## config.mk

```make
export PLATFORM = sky130hd
export DESIGN_NAME = tracker_discrete_io_triggers
export DESIGN_NICKNAME = d
export VERILOG_FILES = /design/src/pkg/dio_pkg.sv /design/src/logic/tracker_discrete_io_triggers.sv /design/src/logic/pin_sync_edge.sv
export SDC_FILE = /design/constraint.sdc
export NUM_CORES = 1
export LEC_CHECK = 0
export BUFFER_PORTS_ARGS = -buffer_cell sky130_fd_sc_hd__buf_2
export CORE_ASPECT_RATIO = 2
export CORE_UTILIZATION = 34
export DETAILED_ROUTE_END_ITERATION = 10
export HOLD_SLACK_MARGIN = 0.03
export PLACE_DENSITY = 0.62
export SLEW_MARGIN = 40
export SYNTH_ARGS = -nofsm -noshare
export SYNTH_HDL_FRONTEND = slang
export SYNTH_SLANG_ARGS = --single-unit
```

## constraint.sdc

```tcl
create_clock -name clk -period 6.2 [get_ports clk]
set_clock_uncertainty 0.2 [all_clocks]
set_input_delay 0.93 -clock clk [delete_from_list [all_inputs] [get_ports clk]]
set_output_delay 0.93 -clock clk [all_outputs]
set_load 0.05 [all_outputs]
```

## src/pkg/dio_pkg.sv

```systemverilog
// Purpose: shared constants and types for the discrete input/output trigger block
// Assumes: 200 MHz system clock
// Notes: register map sits on a plain strobe port
package dio_pkg;

  localparam int CLK_HZ = 200_000_000;
  localparam int NUM_IN = 4;
  localparam int NUM_OUT = 3;

  // ----------------------------------------
  // timing
  // ----------------------------------------
  localparam int HOLD_EXIT_MS = 3000;
  localparam int HOLD_EXIT_CYCLES = HOLD_EXIT_MS * (CLK_HZ / 1000);
  localparam int BAUD_DEFAULT_BPS = 19200;
  localparam int BAUD_MIN_BPS = 4800;
  localparam int BAUD_MAX_BPS = 115200;
  localparam logic [15:0] BAUD_DIV_DEFAULT = 16'((CLK_HZ + BAUD_DEFAULT_BPS / 2) / BAUD_DEFAULT_BPS);
  localparam logic [15:0] BAUD_DIV_MIN = 16'(CLK_HZ / BAUD_MAX_BPS);
  localparam logic [15:0] BAUD_DIV_MAX = 16'(CLK_HZ / BAUD_MIN_BPS);

  // ----------------------------------------
  // register offsets (byte addresses)
  // ----------------------------------------
  localparam logic [7:0] REG_IN_CFG = 8'h00;
  localparam logic [7:0] REG_CTRL = 8'h04;
  localparam logic [7:0] REG_OUT = 8'h08;
  localparam logic [7:0] REG_BAUD = 8'h0c;
  localparam logic [7:0] REG_IN_LEVEL = 8'h10;
  localparam logic [7:0] REG_MODE = 8'h14;
  localparam logic [7:0] REG_IRQ_STATUS = 8'h18;
  localparam logic [7:0] REG_IRQ_ENABLE = 8'h1c;
  localparam logic [7:0] REG_IRQ_CLEAR = 8'h20;
  localparam logic [7:0] REG_REMOTE_OUT = 8'h24;
  localparam logic [7:0] REG_REPORT_CNT = 8'h28;

  // ----------------------------------------
  // field layouts
  // ----------------------------------------
  localparam int CFG_BITS = 4;
  localparam int CFG_FUNC_LSB = 0;
  localparam int CFG_EDGE_LSB = 2;
  localparam int CTRL_REPORT_EN = 0;
  localparam int CTRL_STYLE = 1;
  localparam int CTRL_TRACK_DONE = 2;
  localparam int IRQ_BITS = 5;
  localparam int IRQ_EMERG_ON = 0;
  localparam int IRQ_EMERG_OFF = 1;
  localparam int IRQ_TEST_ON = 2;
  localparam int IRQ_GENERAL = 3;
  localparam int IRQ_VALUE_NOTICE = 4;

  typedef enum logic [1:0] {
    FUNC_EMERG = 2'h0,
    FUNC_TEST = 2'h1,
    FUNC_GENERAL = 2'h2,
    FUNC_NONE = 2'h3
  } func_t;

  typedef enum logic [1:0] {
    EDGE_NONE = 2'h0,
    EDGE_RISE = 2'h1,
    EDGE_FALL = 2'h2,
    EDGE_BOTH = 2'h3
  } edge_t;

  typedef struct packed {
    edge_t edge_sel;
    func_t func;
  } in_cfg_t;

  localparam in_cfg_t CFG_LINE0_RESET = '{edge_sel: EDGE_FALL, func: FUNC_EMERG};
  localparam in_cfg_t CFG_LINE1_RESET = '{edge_sel: EDGE_FALL, func: FUNC_TEST};
  localparam in_cfg_t CFG_OTHER_RESET = '{edge_sel: EDGE_NONE, func: FUNC_GENERAL};

  localparam logic CTRL_STYLE_MOMENTARY = 1'b0;

  // tracking modes, gray coded
  typedef enum logic [1:0] {
    TRK_NORMAL = 2'b00,
    TRK_EMERG = 2'b01,
    TRK_TEST = 2'b11,
    TRK_REPORT = 2'b10
  } track_t;

  typedef struct packed {
    logic [NUM_IN-1:0] levels;
    logic [NUM_IN-1:0] changed;
  } notice_t;

endpackage

```

## src/logic/tracker_discrete_io_triggers.sv

```systemverilog
// Purpose: discrete input triggers, emergency button, lamp, outputs and serial settings of a tracker
// Assumes: single clock at 200 MHz, asynchronous active-high reset
// Notes: tracking-mode internals live elsewhere; this block raises mode requests and report pulses
//
// Overview of operation
// unconnected inputs read high via pull-ups
// per-input function and edge trigger configurable
// emergency input edge enters emergency tracking
// test input edge enters test tracking
// general input edge queues one input report
// all input levels offered to position reports
// reset: line0 emergency/fall, line1 test/fall
// push-button combined with input line zero
// momentary press starts; three-second hold ends
// lamp lit exactly while emergency tracking
// momentary or latching style; latching follows level
// report enable: pin change sends value notice
// outputs follow host command or remote update
// serial link is three wires, no handshake
// no autobaud; starts at 19.2 kbps
// bit rate reprogrammable, 4.8 to 115.2 kbps
// report trigger sends reports, then normal tracking
// inputs synchronised, edges become one-cycle pulses
// hold counter restarts on release, fires once
//
// Local design decisions: the strobed register port and the register addresses.
`timescale 1ns/1ps
module tracker_discrete_io_triggers #(
  parameter int HOLD_CYCLES = dio_pkg::HOLD_EXIT_CYCLES
) (
  // clock and reset
  input wire logic clk,
  input wire logic reset,
  // register port
  input wire logic [7:0] reg_addr,
  input wire logic [31:0] reg_wdata,
  input wire logic reg_wr,
  input wire logic reg_rd,
  output logic [31:0] reg_rdata,
  // discrete pins
  input wire logic [dio_pkg::NUM_IN-1:0] input_line,
  input wire logic emergency_button_n,
  output logic [dio_pkg::NUM_OUT-1:0] discrete_out,
  output logic emergency_lamp,
  // remote configuration update
  input wire logic remote_out_valid,
  input wire logic [dio_pkg::NUM_OUT-1:0] remote_out_value,
  // tracking engine and serial side
  output dio_pkg::track_t track_mode,
  output logic input_report_pulse,
  output logic [dio_pkg::NUM_IN-1:0] report_levels,
  output logic input_value_notice,
  output dio_pkg::notice_t notice_data,
  output logic [15:0] baud_div,
  // interrupt
  output logic irq
);

  // ----------------------------------------
  // synchronisers
  // ----------------------------------------
  localparam int NI = dio_pkg::NUM_IN;
  localparam int NP = NI + 1;

  logic [NP-1:0] lvl;
  logic [NP-1:0] rise;
  logic [NP-1:0] fall;

  pin_sync_edge #(.WIDTH(NP), .RESET_LEVEL({NP{1'b1}})) u_sync (
    .clk(clk),
    .reset(reset),
    .pin({emergency_button_n, input_line}),
    .level(lvl),
    .rise(rise),
    .fall(fall)
  );

  wire logic [NI-1:0] in_lvl = lvl[NI-1:0];
  wire logic btn_lvl = lvl[NI];
  wire logic btn_press = fall[NI];
  wire logic btn_release = rise[NI];

  // ----------------------------------------
  // configuration registers
  // ----------------------------------------
  dio_pkg::in_cfg_t cfg_r [NI];
  logic report_en_r;
  logic style_latch_r;
  logic [dio_pkg::NUM_OUT-1:0] out_r;
  logic [15:0] baud_r;
  logic [dio_pkg::IRQ_BITS-1:0] irq_status_r;
  logic [dio_pkg::IRQ_BITS-1:0] irq_enable_r;
  logic [15:0] report_cnt_r;

  wire logic wr_cfg = reg_wr && (reg_addr == dio_pkg::REG_IN_CFG);
  wire logic wr_ctrl = reg_wr && (reg_addr == dio_pkg::REG_CTRL);
  wire logic wr_out = reg_wr && (reg_addr == dio_pkg::REG_OUT);
  wire logic wr_baud = reg_wr && (reg_addr == dio_pkg::REG_BAUD);
  wire logic wr_ien = reg_wr && (reg_addr == dio_pkg::REG_IRQ_ENABLE);
  wire logic wr_iclr = reg_wr && (reg_addr == dio_pkg::REG_IRQ_CLEAR);
  wire logic wr_rcnt = reg_wr && (reg_addr == dio_pkg::REG_REPORT_CNT);
  wire logic track_done = wr_ctrl && reg_wdata[dio_pkg::CTRL_TRACK_DONE];

  // rate outside the supported range is ignored rather than clamped
  wire logic [15:0] baud_w = reg_wdata[15:0];
  wire logic baud_ok = (baud_w >= dio_pkg::BAUD_DIV_MIN) && (baud_w <= dio_pkg::BAUD_DIV_MAX);

  function automatic dio_pkg::in_cfg_t cfg_reset(input int idx);
    if (idx == 0) begin
      return dio_pkg::CFG_LINE0_RESET;
    end else if (idx == 1) begin
      return dio_pkg::CFG_LINE1_RESET;
    end
    return dio_pkg::CFG_OTHER_RESET;
  endfunction

  // does a line's configured edge fire this cycle
  function automatic logic edge_hit(input dio_pkg::edge_t e, input logic r, input logic f);
    case (e)
      dio_pkg::EDGE_RISE: edge_hit = r;
      dio_pkg::EDGE_FALL: edge_hit = f;
      dio_pkg::EDGE_BOTH: edge_hit = r | f;
      default: edge_hit = 1'b0;
    endcase
  endfunction

  logic [NI-1:0] hit;
  logic [NI-1:0] is_emerg;
  logic [NI-1:0] is_test;
  logic [NI-1:0] is_gen;
  logic [NI-1:0] emerg_active_lvl;

  genvar g;
  generate
    for (g = 0; g < NI; g++) begin : g_line
      always_ff @(posedge clk or posedge reset) begin
        if (reset) begin
          cfg_r[g] <= cfg_reset(g);
        end else if (wr_cfg) begin
          cfg_r[g] <= dio_pkg::in_cfg_t'(reg_wdata[g*dio_pkg::CFG_BITS +: dio_pkg::CFG_BITS]);
        end
      end
      // line 0 also sees the push-button edges
      wire logic r_g = (g == 0) ? (rise[g] | btn_release) : rise[g];
      wire logic f_g = (g == 0) ? (fall[g] | btn_press) : fall[g];
      assign hit[g] = edge_hit(cfg_r[g].edge_sel, r_g, f_g);
      assign is_emerg[g] = cfg_r[g].func == dio_pkg::FUNC_EMERG;
      assign is_test[g] = cfg_r[g].func == dio_pkg::FUNC_TEST;
      assign is_gen[g] = cfg_r[g].func == dio_pkg::FUNC_GENERAL;
      // latching: trigger is active while the level sits past the edge
      // lines set to both edges or to none never latch
      wire logic l_g = (g == 0) ? (in_lvl[g] & btn_lvl) : in_lvl[g];
      assign emerg_active_lvl[g] = is_emerg[g] && (
        (cfg_r[g].edge_sel == dio_pkg::EDGE_FALL && !l_g) ||
        (cfg_r[g].edge_sel == dio_pkg::EDGE_RISE && l_g));
    end
  endgenerate

  wire logic emerg_hit = |(hit & is_emerg);
  wire logic test_hit = |(hit & is_test);
  wire logic gen_hit = |(hit & is_gen);
  wire logic emerg_level = |emerg_active_lvl;

  // ----------------------------------------
  // button hold timer
  // ----------------------------------------
  localparam int HW = $clog2(HOLD_CYCLES + 1);
  logic [HW-1:0] hold_r;
  logic hold_fired_r;
  // limitation: the count runs from the press in any mode, so in momentary style one long press
  // both enters and then leaves emergency tracking
  // counts only while pressed; release restarts it
  wire logic [HW-1:0] hold_nxt = btn_lvl ? '0 : (hold_fired_r ? hold_r : hold_r + HW'(1));
  wire logic hold_exit = !btn_lvl && !hold_fired_r && (hold_r == HW'(HOLD_CYCLES - 1));

  always_ff @(posedge clk or posedge reset) begin
    if (reset) begin
      hold_r <= '0;
      hold_fired_r <= 1'b0;
    end else begin
      hold_r <= hold_nxt;
      hold_fired_r <= btn_lvl ? 1'b0 : (hold_fired_r | hold_exit);
    end
  end

  // ----------------------------------------
  // tracking mode machine
  // ----------------------------------------
  dio_pkg::track_t mode_r;
  dio_pkg::track_t mode_nxt;
  wire logic latching = style_latch_r != dio_pkg::CTRL_STYLE_MOMENTARY;

  always_comb begin
    mode_nxt = mode_r;
    case (mode_r)
      dio_pkg::TRK_NORMAL: begin
        if (latching ? emerg_level : emerg_hit) begin
          mode_nxt = dio_pkg::TRK_EMERG;
        end else if (test_hit) begin
          mode_nxt = dio_pkg::TRK_TEST;
        end else if (gen_hit) begin
          mode_nxt = dio_pkg::TRK_REPORT;
        end
      end
      dio_pkg::TRK_EMERG: begin
        // other triggers are dropped here, not held over
        if (latching ? !emerg_level : hold_exit) begin
          mode_nxt = dio_pkg::TRK_NORMAL;
        end
      end
      dio_pkg::TRK_TEST, dio_pkg::TRK_REPORT: begin
        if (latching ? emerg_level : emerg_hit) begin
          mode_nxt = dio_pkg::TRK_EMERG; // emergency preempts other tracking
        end else if (track_done) begin
          mode_nxt = dio_pkg::TRK_NORMAL;
        end
      end
      default: mode_nxt = dio_pkg::TRK_NORMAL;
    endcase
  end

  // ----------------------------------------
  // value notice
  // ----------------------------------------
  wire logic [NI-1:0] any_change = rise[NI-1:0] | fall[NI-1:0];
  // the level register lags the edge pulse by one cycle, so the notice
  // carries the level the pin has just moved to
  wire logic [NI-1:0] in_lvl_new = in_lvl ^ any_change;
  wire logic notice_fire = report_en_r && (|any_change);
  logic notice_r;
  dio_pkg::notice_t notice_data_r;

  // ----------------------------------------
  // interrupt events
  // ----------------------------------------
  logic [dio_pkg::IRQ_BITS-1:0] ev;
  assign ev[dio_pkg::IRQ_EMERG_ON] = (mode_nxt == dio_pkg::TRK_EMERG) && (mode_r != dio_pkg::TRK_EMERG);
  assign ev[dio_pkg::IRQ_EMERG_OFF] = (mode_r == dio_pkg::TRK_EMERG) && (mode_nxt != dio_pkg::TRK_EMERG);
  assign ev[dio_pkg::IRQ_TEST_ON] = (mode_nxt == dio_pkg::TRK_TEST) && (mode_r != dio_pkg::TRK_TEST);
  assign ev[dio_pkg::IRQ_GENERAL] = gen_hit;
  assign ev[dio_pkg::IRQ_VALUE_NOTICE] = notice_fire;

  // set beats a clear landing in the same cycle
  wire logic [dio_pkg::IRQ_BITS-1:0] clr = wr_iclr ? reg_wdata[dio_pkg::IRQ_BITS-1:0] : '0;
  wire logic [dio_pkg::IRQ_BITS-1:0] irq_status_nxt = (irq_status_r & ~clr) | ev;

  // queued report count saturates; software drains it with a write
  wire logic [15:0] rcnt_dec = wr_rcnt ? reg_wdata[15:0] : 16'h0000;
  wire logic [15:0] rcnt_base = (rcnt_dec > report_cnt_r) ? 16'h0000 : report_cnt_r - rcnt_dec;
  wire logic [15:0] report_cnt_nxt = (gen_hit && rcnt_base != 16'hffff) ? rcnt_base + 16'h0001 : rcnt_base;

  // ----------------------------------------
  // state and register updates
  // ----------------------------------------
  always_ff @(posedge clk or posedge reset) begin
    if (reset) begin
      mode_r <= dio_pkg::TRK_NORMAL;
      report_en_r <= 1'b0;
      style_latch_r <= dio_pkg::CTRL_STYLE_MOMENTARY;
      out_r <= '0;
      baud_r <= dio_pkg::BAUD_DIV_DEFAULT;
      irq_status_r <= '0;
      irq_enable_r <= '0;
      report_cnt_r <= '0;
      notice_r <= 1'b0;
      notice_data_r <= '0;
    end else begin
      mode_r <= mode_nxt;
      irq_status_r <= irq_status_nxt;
      report_cnt_r <= report_cnt_nxt;
      notice_r <= notice_fire;
      if (notice_fire) begin
        notice_data_r <= '{levels: in_lvl_new, changed: any_change};
      end
      if (wr_ctrl) begin
        report_en_r <= reg_wdata[dio_pkg::CTRL_REPORT_EN];
        style_latch_r <= reg_wdata[dio_pkg::CTRL_STYLE];
      end
      // remote update wins when both land together, being the newer intent
      if (remote_out_valid) begin
        out_r <= remote_out_value;
      end else if (wr_out) begin
        out_r <= reg_wdata[dio_pkg::NUM_OUT-1:0];
      end
      if (wr_baud && baud_ok) begin
        baud_r <= baud_w;
      end
      if (wr_ien) begin
        irq_enable_r <= reg_wdata[dio_pkg::IRQ_BITS-1:0];
      end
    end
  end

  // ----------------------------------------
  // read back
  // ----------------------------------------
  logic [31:0] rd_mux;
  logic [31:0] rdata_r;
  logic [NI*dio_pkg::CFG_BITS-1:0] cfg_flat;

  generate
    for (g = 0; g < NI; g++) begin : g_flat
      assign cfg_flat[g*dio_pkg::CFG_BITS +: dio_pkg::CFG_BITS] = cfg_r[g];
    end
  endgenerate

  always_comb begin
    case (reg_addr)
      dio_pkg::REG_IN_CFG: rd_mux = 32'(cfg_flat);
      dio_pkg::REG_CTRL: rd_mux = 32'({style_latch_r, report_en_r});
      dio_pkg::REG_OUT: rd_mux = 32'(out_r);
      dio_pkg::REG_BAUD: rd_mux = 32'(baud_r);
      dio_pkg::REG_IN_LEVEL: rd_mux = 32'(in_lvl);
      dio_pkg::REG_MODE: rd_mux = 32'(mode_r);
      dio_pkg::REG_IRQ_STATUS: rd_mux = 32'(irq_status_r);
      dio_pkg::REG_IRQ_ENABLE: rd_mux = 32'(irq_enable_r);
      dio_pkg::REG_REPORT_CNT: rd_mux = 32'(report_cnt_r);
      default: rd_mux = 32'h0000_0000;
    endcase
  end

  always_ff @(posedge clk or posedge reset) begin
    if (reset) begin
      rdata_r <= 32'h0000_0000;
    end else begin
      rdata_r <= reg_rd ? rd_mux : 32'h0000_0000;
    end
  end

  // ----------------------------------------
  // outputs
  // ----------------------------------------
  assign reg_rdata = rdata_r;
  assign discrete_out = out_r;
  assign emergency_lamp = mode_r == dio_pkg::TRK_EMERG;
  assign track_mode = mode_r;
  assign input_report_pulse = gen_hit;
  assign report_levels = in_lvl;
  assign input_value_notice = notice_r;
  assign notice_data = notice_data_r;
  assign baud_div = baud_r;
  assign irq = |(irq_status_r & irq_enable_r);

endmodule // tracker_discrete_io_triggers

```

## src/logic/pin_sync_edge.sv

```systemverilog
// Purpose: three-stage pin synchroniser with rise and fall pulses
// Assumes: pin is asynchronous to clk
// Notes: a change counts once stages two and three agree
`timescale 1ns/1ps
module pin_sync_edge #(
  parameter int WIDTH = 4,
  parameter logic [WIDTH-1:0] RESET_LEVEL = '1
) (
  // clock and reset
  input wire logic clk,
  input wire logic reset,
  // pins
  input wire logic [WIDTH-1:0] pin,
  // synchronised view
  output logic [WIDTH-1:0] level,
  output logic [WIDTH-1:0] rise,
  output logic [WIDTH-1:0] fall
);

  logic [WIDTH-1:0] meta_r;
  logic [WIDTH-1:0] s2_r;
  logic [WIDTH-1:0] s3_r;
  logic [WIDTH-1:0] level_r;
  logic [WIDTH-1:0] level_nxt;
  wire logic [WIDTH-1:0] agree = ~(s2_r ^ s3_r);

  // pulled-up pins idle high, so reset level is high
  always_ff @(posedge clk or posedge reset) begin
    if (reset) begin
      meta_r <= RESET_LEVEL;
      s2_r <= RESET_LEVEL;
      s3_r <= RESET_LEVEL;
      level_r <= RESET_LEVEL;
    end else begin
      meta_r <= pin;
      s2_r <= meta_r;
      s3_r <= s2_r;
      level_r <= level_nxt;
    end
  end

  assign level_nxt = (agree & s3_r) | (~agree & level_r);
  assign level = level_r;
  // one-cycle pulse per accepted edge
  assign rise = level_nxt & ~level_r;
  assign fall = ~level_nxt & level_r;

endmodule // pin_sync_edge

```

==> results.md <==
- Outcome: completed
- Clock latency on the worst-skew pair: 0.43 ns
- Area Growth Syn to Fin: 21.1%
- Pint: 0.00213 W
- Seq/Total Area, Yosys: a little under half
- R2R Path End: report_cnt_r[10]
- Final nets: around 1,000
- DP HPWL: 17,000 um
- Core Area: about 22,000 um2
- Worst setup path category: input port to flip-flop
- Die width: 109 um
- Min setup slack post-route: 0.376 ns
- Setup_tns: 0 ns
- Worst Path Arrival: 5.97 ns
- Final period util: 93.9%
- Max-Cap Viols: 0
- Power share of the clock group: 31.1%
- Pre-CTS setup slack: -0.0319 ns
- Post-CTS Resized: 0
- Post-CTS Hold Fix Bufs: 0
- Post-synth top area share: 35.7%
- Overall Global Routing Usage: 19.7%
- Port bufs: 89
- Gate power share: 36.7%
- Hold Slack: 0.155 ns
- Initial antenna violation count: 0
- Synth Area in Simple Gates: 18.8%
- Full die area: 23,300 um2
- CP Launch Type: input port
- Fmax: 172 MHz
- Pin count of the biggest net entering global routing: between 90 and 100
- Async SR Flop Fraction: between 90% and 100%
- Post-route ant nets: 0
- Global-route wire length before repair: 34,600 um
- CTS Buf Count: 17
- Multiplexer share of the synthesized area: between 6 and 7%
- Max-slew violations: 0
- Largest family of logic cells by synthesized area: simple AND/OR/NAND/NOR gates
- Crit path max fanout: 7
- Post-synth EDFFs: 0
- Std-Cell Rows: 77
- Peak VDD IR: 0.000197 V
- Number of cells on the worst reg-to-reg path: 18
- Setup Viol. Count Final: 0
- Hold path startpoint: u_sync.meta_r[1]
- Fin util: 42.2%
- Net switching power: roughly 0.0013 W
- Vias: 6,481
- Vias per inst: 5.37
- Synth Flop Type: dfrtp_1
- Power per cell area: about 360 nW/um2
- CP Capture Type: flip-flop
- Worst Hold Depth: 0
- LEAKAGE: 4.27 nW
- Clock Sinks: approximately 140
- Min-Delay Path Class: flip-flop to flip-flop
- CTS HTree Levels: 4
- Worst endpoint required time: 6.34 ns
- Ratio of cells with drive above 1 in the final layout: a little over a quarter
- Global route total overflow: 0
- Drc violations: 0
- Initial core utilization: 34.8%
- RSZ-0062 raised after global routing: false
- Slew HR: 44.9%
- Slowest CP cell: or4_4
- Synth Cell Area: 7720 um2
- Total wire length: around 22,000 um
- Vias in the first global route: 6,772
- Reg2reg setup slack: 1.34 ns
- Routed wire per std cell: 17.9 um
- Clock Tree Buf Depth: 2
- Synth Area in Adders: under 10%
- Worst slew pin tran: 0.825 ns
- Post-Synthesis Cells: 781
- Tmin final: 5.82 ns
- Count of inserted antenna diode cells: 0
- Cell accounting for the most synthesized area: dfrtp_1
- Synth Area in Compound Gates: between 10% and 20%
- #FFs+latches synth: 141
- CTS Root Buffer Type: clkbuf_16
- 1st-pass router iterations: 6
- CP peak stage delay: approximately 0.59 ns
- Worst-path cell chain: buf_2 > nor4b_1 > buf_4 > nand2_1 > nor2_1 > buf_4 > nand2_1 > ha_1 > and2_1 > and3_1 > o21ai_0 > o211a_1 > o21ai_1 > and2_1 > ha_1 > nand2_1 > or4_4 > or4_4 > o41a_1 > buf_4 > a31o_2 > a21oi_1
- Top post-synthesis cells by area: dfrtp_1 36%, dfstp_2 11%, mux2_2 5.3%
- Ports: roughly 120
- Routability cong.: 0.928
- Filler Cell Count: approximately 2,200
- Net Sw Frac: 37.3%
- RR Startpoint: report_cnt_r[0]
- Number of setup buffers added after CTS: 0
- TritonCTS clock tree: built
- Syn_area_per_cell: a little under 10 um2
- CTS clk-pin slew, worst paths: ~0.06 ns
- Post-synth cell types: 66
- Drt initial violations: 335
- WHS Endpoint: u_sync.s2_r[1]
- XOR/XNOR Fraction of Synth Area: 4.65%
- Sequential share of power: 32.2%
- Final Hold Viols: 0
- Die Height: 215 um
- Synth warn: 0
-- final cells by class --
cell class	instances	area [um2]	share of cell area, %
Timing Repair Buffer	138	826	8.83
Clock buffer	20	447	4.78
Tap cell	276	345	3.69
Multi-Input combinational cell	592	3900	41.7
Inverter	27	109	1.16
Clock inverter	12	161	1.73
Sequential cell	141	3570	38.1
-- power by group through the flow --
| stage | combinational, W | clock, W | sequential [W] |
|---|---|---|---|
| final | 0.00125 | 0.00106 | 0.00109 |
| after global routing | 0.00135 | 0.00112 | 0.00110 |
| after CTS | 0.00124 | 0.00108 | 0.00109 |
| after detailed placement | 0.00123 | 0 | 0.00111 |
| after global placement | 0.00121 | 0 | 0.00110 |
| after floorplan | 0.000776 | 0 | 0.00114 |
-- cell usage after synthesis, types with 11 or more instances --
cell,number
a21oi_1,29
a222oi_1,13
a22oi_1,12
and3_1,13
buf_4,20
clkbuf_1,15
dfrtp_1,110
dfstp_2,31
ha_1,29
inv_1,27
mux2_2,36
nand2_1,93
nand3_1,17
nand4_1,11
nor2_1,83
nor2b_1,11
nor3_1,18
o21ai_0,34
xnor2_1,12
xor2_1,29
-- logic make-up (layout without fill, tap and decap cells) --
kind of cell	Yosys count	after routing
AOI/OAI and AO/OA	153	153
xor gates and xnor gates	41	41
adders and majority gates	35	35
buffers and inverters	63	197
DFF	141	141
muxes	47	47
other	1	16
and+or+nand+nor	300	300
-- worst max-delay path, delay by kind of cell --
family	cells	cell delay (ns)
compound gates	6	1.46
fa+ha+maj	2	0.49
buf+inv	4	0.63
simple gates	10	2.46
-- metal layers --
metal  share of wire, %  up-vias  track usage [%]
met4                5.5        0             12.5
met1                 34     3221             18.5
met3                3.3       69             3.67
met2                 57      148             37.4
met5                  0        -                0
li1                   -     3043                -
-- cells in the final DEF, fill, tap and decap left out, drive strengths merged, types with 13 or more instances in the layout --
| cell | netlist | routed |
|---|---|---|
| inv | 27 | 31 |
| and3 | 13 | 13 |
| buf | 21 | 138 |
| a222oi | 13 | 13 |
| nand3 | 17 | 17 |
| nand2 | 94 | 94 |
| nor2 | 83 | 83 |
| xor2 | 29 | 29 |
| conb | 1 | 16 |
| a21oi | 30 | 30 |
| nor3 | 18 | 18 |
| mux2 | 37 | 37 |
| ha | 29 | 29 |
| dfrtp | 110 | 110 |
| o21ai | 36 | 36 |
| dfstp | 31 | 31 |
| clkbuf | 15 | 20 |
-- metrics by stage --
step | instances | power, W | area, um2
after floorplan | 796 | 0.00192 | 7780
after global placement | 1174 | 0.00232 | 8730
after detailed placement | 1174 | 0.00234 | 8740
after CTS | 1206 | 0.00341 | 9350
after global routing | 1206 | 0.00356 | 9350
final | 1206 | 0.00340 | 9350
-- worst max-delay path by stage --
stage,from,endpoint,slack (ns),cells past startpoint
detailed placement,reg_addr[4],report_cnt_r[10],-0.03,22
global placement,reg_addr[4],report_cnt_r[15],-0.05,22
finish,reg_addr[4],report_cnt_r[10],0.38,22
floorplan,reg_addr[4],report_cnt_r[13],0.21,20
CTS,reg_addr[4],report_cnt_r[10],0.37,23
global route,reg_addr[4],report_cnt_r[10],0.21,22
-- state kept, by name (all words and copies together) (netlist names), 8 cells and up --
name / cells
hold_r: 30
reg_rdata: 16
report_cnt_r: 16
notice_data: 8
baud_div: 16
cfg_flat: 16
Note: power is estimated with default switching activity, not from simulation.
